<file path="config.mk">
export PLATFORM = sky130hd
export DESIGN_NAME = nas_top
export DESIGN_NICKNAME = d
export VERILOG_FILES = /design/src/nas_unlock.v /design/src/nas_top.v
export VERILOG_INCLUDE_DIRS = /design/src
export SDC_FILE = /design/constraint.sdc
export NUM_CORES = 1
export LEC_CHECK = 0
export BUFFER_PORTS_ARGS = -buffer_cell sky130_fd_sc_hd__buf_4
export CAP_MARGIN = 20
export CELL_PAD_IN_SITES_DETAIL_PLACEMENT = 0
export CELL_PAD_IN_SITES_GLOBAL_PLACEMENT = 2
export CORE_MARGIN = 2
export CORE_UTILIZATION = 40
export CTS_BUF_LIST = sky130_fd_sc_hd__clkbuf_4 sky130_fd_sc_hd__clkbuf_8
export CTS_CLUSTER_SIZE = 8
export DETAILED_ROUTE_END_ITERATION = 12
export PLACE_DENSITY = 0.79
export SLEW_MARGIN = 30
export SYNTH_ARGS = -nofsm -noshare
export SYNTH_HDL_FRONTEND = slang
export SYNTH_SLANG_ARGS = --single-unit
export TNS_END_PERCENT = 100
</file>
<file path="constraint.sdc">
create_clock -name CORE_CLK_I -period 3.47 [get_ports CORE_CLK_I]
set_clock_uncertainty 0.15 [all_clocks]
set_input_delay 0.1735 -clock CORE_CLK_I [delete_from_list [all_inputs] [get_ports CORE_CLK_I]]
set_output_delay 0.1735 -clock CORE_CLK_I [all_outputs]
set_load 0.05 [all_outputs]
</file>
<file path="src/nas_map.vh">
/*
 Register map, field positions and timing constants of the nonvolatile
 access sequencer. Assumes a 32-bit APB slave; some registers sit at byte offsets within one word.
*/
`ifndef NAS_MAP_VH
`define NAS_MAP_VH
`define NAS_OFF_DATA_LOW 12'h10C
`define NAS_OFF_ADDR_LOW 12'h10D
`define NAS_OFF_DATA_HIGH 12'h10E
`define NAS_OFF_ADDR_HIGH 12'h10F
`define NAS_OFF_CONTROL 12'h18C
`define NAS_OFF_UNLOCK 12'h18D
`define NAS_OFF_DONE 12'h190
`define NAS_OFF_RESET_EV 12'h194
`define NAS_BIT_SPACE 7
`define NAS_BIT_ABORT 3
`define NAS_BIT_PERMIT 2
`define NAS_BIT_WRITE 1
`define NAS_BIT_READ 0
`define NAS_KEY_FIRST 8'h55
`define NAS_KEY_SECOND 8'hAA
`define NAS_FLASH_READ_CYCLES 2'h2
`define NAS_WRITE_CYCLES 16'h0100
`define NAS_EE_AW 6
`define NAS_FL_AW 13
`define NAS_FL_DW 14
`endif

</file>
<file path="src/nas_unlock.v">
/*
 Unlock key tracker: watches writes to the key port and arms the write
 trigger after 55h then AAh. Assumes one pulse per bus write, same clock.
*/
`include "nas_map.vh"
module nas_unlock (
    input wire clk_i,
    input wire rstn_i,
    input wire key_wr_i,
    input wire [7:0] key_data_i,
    input wire other_wr_i,
    input wire consume_i,
    output wire armed_o
);
    // 0 idle, 1 first key seen, 2 armed
    localparam ST_IDLE = 2'h0;
    localparam ST_HALF = 2'h1;
    localparam ST_ARMED = 2'h2;
    reg [1:0] state_reg;
    reg [1:0] state_next;

    // Any other register write breaks the sequence
    always @* begin
        state_next = state_reg;
        case (state_reg)
            ST_IDLE: begin
                if (key_wr_i && key_data_i == `NAS_KEY_FIRST)
                    state_next = ST_HALF;
            end
            ST_HALF: begin
                if (key_wr_i && key_data_i == `NAS_KEY_SECOND)
                    state_next = ST_ARMED;
                else if (key_wr_i || other_wr_i)
                    state_next = ST_IDLE;
            end
            ST_ARMED: begin
                if (consume_i || key_wr_i || other_wr_i)
                    state_next = ST_IDLE;
            end
            default: state_next = ST_IDLE;
        endcase
    end

    // State register
    always @(posedge clk_i or negedge rstn_i) begin
        if (!rstn_i) begin
            state_reg <= ST_IDLE;
        end else begin
            state_reg <= state_next;
        end
    end

    assign armed_o = (state_reg == ST_ARMED);
endmodule

</file>
<file path="src/nas_top.v">
/*
 Nonvolatile access sequencer: APB register file, EEPROM array, flash
 read port and write timer. Assumes one 50 MHz clock and that reset
 cause pulses come from the same clock domain.
*/
`include "nas_map.vh"
module nas_top #(
    parameter WRITE_CYCLES = `NAS_WRITE_CYCLES,
    parameter EE_DEPTH = 64
) (
    input wire CORE_CLK_I,
    input wire RSTN_I,
    input wire PSEL_I,
    input wire PENABLE_I,
    input wire PWRITE_I,
    input wire [11:0] PADDR_I,
    input wire [31:0] PWDATA_I,
    output reg [31:0] PRDATA_O,
    output wire PREADY_O,
    output wire PSLVERR_O,
    input wire SOFT_RESET_I,
    output wire [12:0] FLASH_ADDR_O,
    input wire [13:0] FLASH_DATA_I,
    output wire BUSY_O
);
    // Bus strobes
    wire acc = PSEL_I && PENABLE_I;
    wire wr_acc = acc && PWRITE_I;
    wire hit_ctl = (PADDR_I == `NAS_OFF_CONTROL);
    wire hit_key = (PADDR_I == `NAS_OFF_UNLOCK);
    wire wr_ctl = wr_acc && hit_ctl;
    wire wr_key = wr_acc && hit_key;
    wire mapped = hit_ctl || hit_key || (PADDR_I == `NAS_OFF_DATA_LOW)
        || (PADDR_I == `NAS_OFF_DATA_HIGH) || (PADDR_I == `NAS_OFF_ADDR_LOW)
        || (PADDR_I == `NAS_OFF_ADDR_HIGH) || (PADDR_I == `NAS_OFF_DONE)
        || (PADDR_I == `NAS_OFF_RESET_EV);

    // Zero wait states; unmapped addresses answer with an error
    assign PREADY_O = 1'b1;
    assign PSLVERR_O = acc && !mapped;

    // Software registers
    reg [7:0] addr_low_reg; // EEPROM and flash low address
    reg [4:0] addr_high_reg; // Flash high address bits
    reg [7:0] data_low_reg;
    reg [5:0] data_high_reg;
    reg space_reg; // 1 = program flash
    reg permit_reg;
    reg write_reg;
    reg read_reg;
    reg abort_reg;
    reg done_reg;
    reg [15:0] wcnt_reg; // Write timer
    reg [1:0] fcnt_reg; // Flash read countdown
    reg [7:0] ee_mem [0:EE_DEPTH-1];

    // Reset event register: bit 0 asks for a soft reset of the sequencer.
    // Models master clear or watchdog reset; clears permit, write and read bits and both timers; abort takes the write bit.
    wire wr_rst_ev = wr_acc && (PADDR_I == `NAS_OFF_RESET_EV) && PWDATA_I[0];
    wire soft_rst = SOFT_RESET_I || wr_rst_ev;

    wire armed;
    wire busy = write_reg || read_reg;
    wire wr_other = wr_acc && !hit_key;
    // Trigger only with permit already stored and keys given
    wire start_wr = wr_ctl && PWDATA_I[`NAS_BIT_WRITE] && !write_reg
        && permit_reg && armed;
    wire start_rd = wr_ctl && PWDATA_I[`NAS_BIT_READ] && !read_reg;
    wire wr_done = write_reg && (wcnt_reg == 16'h0001);
    wire [5:0] ee_idx = addr_low_reg[`NAS_EE_AW-1:0];

    assign BUSY_O = busy;
    assign FLASH_ADDR_O = {addr_high_reg, addr_low_reg};

    // Unlock sequence tracker
    nas_unlock u_unlock (
        .clk_i(CORE_CLK_I),
        .rstn_i(RSTN_I),
        .key_wr_i(wr_key),
        .key_data_i(PWDATA_I[7:0]),
        .other_wr_i(wr_other),
        .consume_i(wr_ctl),
        .armed_o(armed)
    );

    // Address and space registers; kept over soft reset for retry
    always @(posedge CORE_CLK_I or negedge RSTN_I) begin
        if (!RSTN_I) begin
            addr_low_reg <= 8'h00;
            addr_high_reg <= 5'h00;
            space_reg <= 1'b0;
        end else begin
            if (wr_acc && PADDR_I == `NAS_OFF_ADDR_LOW)
                addr_low_reg <= PWDATA_I[7:0];
            if (wr_acc && PADDR_I == `NAS_OFF_ADDR_HIGH)
                addr_high_reg <= PWDATA_I[4:0];
            // Select frozen while busy, kept over soft reset
            if (wr_ctl && !busy && !soft_rst)
                space_reg <= PWDATA_I[`NAS_BIT_SPACE];
        end
    end

    // Control bits, write timer and flash read countdown
    always @(posedge CORE_CLK_I or negedge RSTN_I) begin
        if (!RSTN_I) begin
            permit_reg <= 1'b0;
            write_reg <= 1'b0;
            read_reg <= 1'b0;
            abort_reg <= 1'b0;
            wcnt_reg <= 16'h0000;
            fcnt_reg <= 2'h0;
        end else if (soft_rst) begin
            // Cuts a running write short and records it
            abort_reg <= write_reg;
            permit_reg <= 1'b0;
            write_reg <= 1'b0;
            read_reg <= 1'b0;
            wcnt_reg <= 16'h0000;
            fcnt_reg <= 2'h0;
        end else begin
            if (wr_ctl) begin
                // Permit set and cleared by software; soft reset also clears it
                permit_reg <= PWDATA_I[`NAS_BIT_PERMIT];
                // Abort flag cleared by software here; a soft reset with no write running also clears it
                if (!PWDATA_I[`NAS_BIT_ABORT])
                    abort_reg <= 1'b0;
            end
            // Write timer runs regardless of permit
            if (start_wr) begin
                write_reg <= 1'b1;
                wcnt_reg <= WRITE_CYCLES[15:0];
            end else if (write_reg) begin
                wcnt_reg <= wcnt_reg - 16'h0001;
                if (wr_done)
                    write_reg <= 1'b0;
            end
            // Reads: EEPROM done in one cycle, flash in two
            if (read_reg) begin
                if (!space_reg || fcnt_reg == 2'h1)
                    read_reg <= 1'b0;
                if (fcnt_reg != 2'h0)
                    fcnt_reg <= fcnt_reg - 2'h1;
            end else if (start_rd && !write_reg) begin
                read_reg <= 1'b1;
                // Select written by this same access decides the read kind,
                // else a flash trigger from data space would never finish
                fcnt_reg <= PWDATA_I[`NAS_BIT_SPACE] ? `NAS_FLASH_READ_CYCLES : 2'h0;
            end
        end
    end

    // Completion flag: set wins over software clear
    always @(posedge CORE_CLK_I or negedge RSTN_I) begin
        if (!RSTN_I) begin
            done_reg <= 1'b0;
        end else if (wr_done && !soft_rst) begin
            done_reg <= 1'b1;
        end else if (wr_acc && PADDR_I == `NAS_OFF_DONE && PWDATA_I[0]) begin
            done_reg <= 1'b0;
        end
    end

    // Data registers: loaded by software or by a finished read
    always @(posedge CORE_CLK_I or negedge RSTN_I) begin
        if (!RSTN_I) begin
            data_low_reg <= 8'h00;
            data_high_reg <= 6'h00;
        end else begin
            if (read_reg && !space_reg && !soft_rst) begin
                data_low_reg <= ee_mem[ee_idx];
            end else if (read_reg && fcnt_reg == 2'h1 && !soft_rst) begin
                data_low_reg <= FLASH_DATA_I[7:0];
                data_high_reg <= FLASH_DATA_I[13:8];
            end else begin
                // Software overwrite, else value held
                if (wr_acc && PADDR_I == `NAS_OFF_DATA_LOW)
                    data_low_reg <= PWDATA_I[7:0];
                if (wr_acc && PADDR_I == `NAS_OFF_DATA_HIGH)
                    data_high_reg <= PWDATA_I[5:0];
            end
        end
    end

    // EEPROM array, committed at end of write timer; no reset on memory.
    // Flash writes are not supported, so a flash-space write only times.
    always @(posedge CORE_CLK_I) begin
        if (wr_done && !space_reg && !soft_rst)
            ee_mem[ee_idx] <= data_low_reg;
    end

    // Read data mux
    always @* begin
        PRDATA_O = 32'h00000000;
        case (PADDR_I)
            `NAS_OFF_DATA_LOW: PRDATA_O[7:0] = data_low_reg;
            `NAS_OFF_DATA_HIGH: PRDATA_O[5:0] = data_high_reg;
            `NAS_OFF_ADDR_LOW: PRDATA_O[7:0] = addr_low_reg;
            `NAS_OFF_ADDR_HIGH: PRDATA_O[4:0] = addr_high_reg;
            // Bits six to four stay zero
            `NAS_OFF_CONTROL: PRDATA_O[7:0] = {space_reg, 3'h0, abort_reg,
                permit_reg, write_reg, read_reg};
            `NAS_OFF_UNLOCK: PRDATA_O = 32'h00000000;
            `NAS_OFF_DONE: PRDATA_O[0] = done_reg;
            default: PRDATA_O = 32'h00000000;
        endcase
    end
endmodule

</file>
# Word level (Yosys, flattened, before mapping)
# Memory sizes are Yosys's and may differ from the RTL's.
# Cells that the tools add are included.
# totals
mem_bits_rw	512
elab_cells	140
out_inout_bits	48
rom_bits	0
regBits	53
n_memories	1
latchBits	0
# memory_table
name	words	word_bits	rd	rd_ports_with_merged_regs	wr	line_no	rtl
ee_mem	64	8	1	0	1	nas_top.v:55	reg [7:0] ee_mem [0:EE_DEPTH-1];
# classes
mul	0
n_bitwise	1
shifts	0
n_mux	39
n_addsub	2
div	0
order_cmp	0
reduce_logical	65
eq_ne	19
# ops
operator	count
12-bit by 9-bit == test with 1-bit output, second input constant	8
16-bit two-way mux	3
1-bit logical AND	33
8-bit two-way mux	3
4-bit one-hot mux with 5 select lines	1
2-bit two-way mux	9
1-bit two-way mux	17
16-bit by 1-bit == test with 1-bit output, second input constant	1
16-bit by 1-bit subtractor with 16-bit output, second input constant	1
1-bit logical OR	13
6-bit two-way mux	2
2-bit one-hot mux with 3 select lines	2
3-bit nonzero test	3
8-bit by 7-bit == test with 1-bit output, second input constant	1
8-bit == test, second input constant	1
2-bit nonzero test	4
1-bit zero test	7
2-bit by 1-bit != test with 1-bit output, second input constant	3
3-bit by 1-bit != test with 1-bit output, second input constant	2
1-bit one-hot mux with 6 select lines	1
2-bit AND reduction	3
2-bit by 1-bit == test with 1-bit output, second input constant	2
1-bit one-hot mux with 3 select lines	1
3-bit AND reduction	1
4 further kinds	4

# Longest topological paths before layout
# logic_depth
word_depth	10
ltp_mapped	11

# Cells and area by module
# A second synthesis with hierarchy kept.
# hier_totals
hier_cells	1481
hier_area_um2	23213.5
# modules_own_cells
module	area_each_um2	n_inst	cells_per_inst
nas_top	23058.4	1	1462
nas_unlock	155.1	1	19

# Worst setup path before layout
# Ideal clock, no wire load.
# synth_timing
kind	register -> register
startpoint	reg addr_low_reg[2]
endpoint	mem ee_mem[49][0], enable pin
slack_ps	221
setup_ps	370
arrival_ps	2729
path_buffers	6
t_required_ps	2950
path_stages_with_launch	10
cell_sequence	dfrtp_1 buf_2 buf_6 buf_2 buf_4 buf_6 buf_2 nor3b_1 nand2_1 nor2_1
# synth_rtl
element	line_no	rtl
start, declared	nas_top.v:43	reg [7:0] addr_low_reg;
start signal, assigned	nas_top.v:94	addr_low_reg <= PWDATA_I[7:0];
end, declared	nas_top.v:55	
# No word-level cell before the write port.

# Worst setup path in the final report
# layout_timing
startpoint	reg addr_low_reg[1]
endpoint	reg data_low_reg[1]
# layout_via
elab_chain_cells	2
# layout_lines
element	line_no	rtl
memory 64 x 8 bit	-	
8-bit two-way mux	nas_top.v:169	if (read_reg && !space_reg && !soft_rst) begin
end signal, assigned	nas_top.v:170	data_low_reg <= ee_mem[ee_idx];
end signal, assigned	nas_top.v:172	data_low_reg <= FLASH_DATA_I[7:0];
end signal, assigned	nas_top.v:177	data_low_reg <= PWDATA_I[7:0];
end, declared	nas_top.v:45	reg [7:0] data_low_reg;
# No other way between the ends.
# A chain may end at the register's enable or synchronous reset.

==> run_results.csv <==
group,metric,value,unit
status,outcome,"completed",
logic_synthesis,ys_seq_area_share,71.68,%
flow_run,max_cap_viol_count,0,
cells_and_area,largest_register_ff_count,512,
logic_synthesis,synth_compound_gate_area_share,8.656,%
floorplanning,die-height,245.4,um
route,drt_wl_total,66120,um
hold_path,min-delay-path-class,"in2reg",
floorplanning,initial_utilization,40.38,%
global_routing,global_route.overflow_total,0,
place,dp_slack,0.4348,ns
global_routing,grt_pass1_vias,14765,
place,place_congestion,0.8519,
clock_tree,clock_latency,0.68,ns
global_routing,maximum_number_of_pins_on_one_net_before_global_route_repair,66,
global_routing,gr-usage-all-layers,22.12,%
logic_synthesis,yosys.area_share.adder,0.2148,%
timing,timing.final.ws_setup,0.3745,ns
route,drc,0,
timing,hold_slack,0.04737,ns
logic_synthesis,synth_simple_gate_area_share,6.836,%
route,route.detailed.vias_per_inst,5.622,
logic_synthesis,syn_avg_cell_area,15.72,um2
pwr,worst_ir_drop_vdd,0.2425,mV
worst_setup_path,endpoint_kind,"flop",
logic_synthesis,ys.flop_type,"sky130_fd_sc_hd__edfxtp_1",
worst_setup_path,critical_path_peak_fanout,23,
timing,timing.fmax,323.0,MHz
clock_tree,cts_tree,"yes",
timing,timing.final.crit_share,89.21,%
timing,finalWorstPathRequiredPeriod,3.096,ns
global_routing,grt_antenna_before_repair,0,
clock_tree,clock-sinks,565,
logic_synthesis,yosys-top-cells-area,"sky130_fd_sc_hd__edfxtp_1 (66%), sky130_fd_sc_hd__dfrtp_1 (5.7%), sky130_fd_sc_hd__mux2i_1 (3.6%)",
route,number_of_optimization_iterations_in_the_first_detailed_route_pass,5,
logic_synthesis,synth_top_family_by_area,"multiplexers",
floorplanning,io-pin-count,112,
timing,max_slew_headroom,35.52,%
clock_tree,cts_inserted_buffers,92,
route,initialDrtViolationCount,1576,
logic_synthesis,post_synth_xor_area_fraction,0.4887,%
timing,finalMaxSlewViolations,0,
timing,setup_total_negative_slack,0,ns
clock_tree,clk_pin_slew,0.06,ns
timing,hold_viol_final,0,
route,antenna_violating_nets_remaining,0,
floorplanning,die_w,245.4,um
place,port-buffer-count,62,
pwr,power_density,480.2,nW/um2
logic_synthesis,synth-edff-count,512,
logic_synthesis,synth_top_area_share,65.99,%
logic_synthesis,synth.mux.area_fraction,9.263,%
cells_and_area,design.final.nets,1818,
floorplanning,placement_row_count,88,
floorplanning,fp.dieArea,60200,um2
cells_and_area,post_route_cells_drive_above_1_share,25.41,%
worst_setup_path,worst-setup-path-type,"reg2reg",
worst_setup_path,setup.worst_path.start_class,"flop",
floorplanning,placeableCoreArea,57700,um2
hold_path,holdCritStartpoint,"PADDR_I[5]",
clock_tree,cts_setup_buffers,0,
logic_synthesis,ys_async_sr_fraction,9.381,%
timing,grt_setup_unrepaired,"no",
worst_setup_path,crit_start,"addr_low_reg[1]",
route,route.detailed.wl_per_inst,25.60,um
cells_and_area,number_of_antenna_repair_diodes,0,
logic_synthesis,yosysWarnings,0,
clock_tree,clockBufferDepth,3,
worst_setup_path,worst_ep_arrival_time,3.50,ns
cells_and_area,syn2layout_area_growth,19.07,%
cells_and_area,filler_cell_count,4947,
logic_synthesis,syn_area,23300,um2
clock_tree,ctsRootBufferMaster,"sky130_fd_sc_hd__clkbuf_8",
timing,finalSetupViolCount,0,
logic_synthesis,synthDistinctLibCells,79,
pwr,pnr_total_power,13.32,mW
logic_synthesis,synth_area_leader_cell,"sky130_fd_sc_hd__edfxtp_1",
global_routing,grt_first_pass_wirelength,97420,um
pwr,p_leak,10.04,nW
worst_setup_path,reg_to_reg_start,"addr_low_reg[1]",
logic_synthesis,postSynthCellCount,1482,
timing,timing_worst_slew_pin_value,0.9636,ns
worst_setup_path,critPathRequiredTime,3.88,ns
route,num_vias,14522,
clock_tree,cts.htree.levels,3,
logic_synthesis,synth-seq-cells,565,
place,hpwl_dp,41720,um
routing by layer:
| layer | wire length [um] | up-vias | GRT usage [%] |
|---|---|---|---|
| met1 | 28240 | 7397 | 30.61 |
| met2 | 31300 | 659 | 35.92 |
| met4 | 1587 | 2 | 6.916 |
| met3 | 4914 | 103 | 3.481 |
| met5 | 77 | - | 0.9804 |
| li1 | - | 6361 | - |
final cells by class:
cell class | count | area, um2 | area share [%]
sequential | 565 | 16720 | 60.28
multi-input combinational | 813 | 6047 | 21.80
timing repair buffer | 263 | 2212 | 7.974
clock buffer | 135 | 1595 | 5.750
tap | 765 | 957.2 | 3.450
clock inverter | 27 | 150.1 | 0.5412
inverter | 15 | 56.30 | 0.2029
worst paths after layout:
path	endpoint	slack, ns	cells past startpoint
max	data_low_reg[1]	0.37	6
min	abort_reg	0.05	5
max reg2reg	data_low_reg[1]	0.37	6
min reg2reg	addr_high_reg[1]	0.37	1
max in group asynchronous	data_low_reg[1]	2.48	4
min in group asynchronous	addr_low_reg[6]	0.39	4
stage by stage:
step                instances  utilization, %  area (um2)
detailed placement       2378           44.28       25550
global route             2583           48.09       27740
floorplan                1505               -       23390
CTS                      2583           48.08       27740
global placement         2378           44.28       25550
finish                   2583           48.09       27740
placed cells by master (no fill, tap or decap), types with 38 or more instances in the layout:
master / count
sky130_fd_sc_hd__buf_4: 211
sky130_fd_sc_hd__a22oi_1: 55
sky130_fd_sc_hd__clkbuf_4: 42
sky130_fd_sc_hd__edfxtp_1: 512
sky130_fd_sc_hd__a21oi_1: 38
sky130_fd_sc_hd__dlygate4sd3_1: 42
sky130_fd_sc_hd__nor2_1: 126
sky130_fd_sc_hd__clkbuf_8: 93
sky130_fd_sc_hd__mux2i_1: 84
sky130_fd_sc_hd__dfrtp_1: 42
sky130_fd_sc_hd__nand2_1: 83
sky130_fd_sc_hd__a221oi_1: 59
repair_timing:
item                      in CTS  in global routing
hold endpoints to repair      91                  0
hold buffers                  43                  0
gates resized for setup        0                  0
critical path: stages, from the launching register on:
cell,delay [ns]
sky130_fd_sc_hd__dfrtp_4,0.79
sky130_fd_sc_hd__mux4_2,0.63
sky130_fd_sc_hd__mux2i_1,0.39
sky130_fd_sc_hd__o211ai_1,0.16
sky130_fd_sc_hd__a2111oi_0,0.46
sky130_fd_sc_hd__a32oi_1,0.20
sky130_fd_sc_hd__buf_4,0.19
synthesized netlist by cell type, types with 5 or more instances:
library cell,count
sky130_fd_sc_hd__a21oi_1,38
sky130_fd_sc_hd__a221oi_1,59
sky130_fd_sc_hd__a22o_1,8
sky130_fd_sc_hd__a22oi_1,55
sky130_fd_sc_hd__a2bb2oi_1,6
sky130_fd_sc_hd__a31oi_1,12
sky130_fd_sc_hd__and3_1,10
sky130_fd_sc_hd__buf_1,14
sky130_fd_sc_hd__buf_2,23
sky130_fd_sc_hd__buf_4,29
sky130_fd_sc_hd__buf_6,6
sky130_fd_sc_hd__clkbuf_1,40
sky130_fd_sc_hd__dfrtp_1,53
sky130_fd_sc_hd__edfxtp_1,512
sky130_fd_sc_hd__inv_1,12
sky130_fd_sc_hd__mux2_1,24
sky130_fd_sc_hd__mux2_2,27
sky130_fd_sc_hd__mux2i_1,84
sky130_fd_sc_hd__mux4_2,33
sky130_fd_sc_hd__nand2_1,83
sky130_fd_sc_hd__nand2b_1,5
sky130_fd_sc_hd__nand3_1,15
sky130_fd_sc_hd__nand3b_1,5
sky130_fd_sc_hd__nand4_1,7
sky130_fd_sc_hd__nor2_1,127
sky130_fd_sc_hd__nor2b_1,11
sky130_fd_sc_hd__nor3_1,13
sky130_fd_sc_hd__nor3b_1,5
sky130_fd_sc_hd__nor4_1,6
sky130_fd_sc_hd__o21ai_0,24
sky130_fd_sc_hd__o21ai_1,16
sky130_fd_sc_hd__o22ai_1,16
sky130_fd_sc_hd__o2bb2ai_1,6
sky130_fd_sc_hd__xnor2_1,11
power breakdown:
group,leakage (nW),internal [mW],switching (mW),total [mW]
registers,5.24,7.43,0.0276,7.46
logic,3.86,0.0921,0.237,0.329
clock network,0.932,2.95,2.59,5.53
total,10.0,10.5,2.85,13.3
logic make-up after synthesis:
| group | after synthesis |
|---|---|
| and+or+nand+nor | 323 |
| adders and majority gates | 4 |
| muxes | 168 |
| other | 2 |
| AOI/OAI and AO/OA | 280 |
| DFF | 565 |
| buffers and inverters | 127 |
| xor gates and xnor gates | 13 |
(Power assumes the default switching activity.)
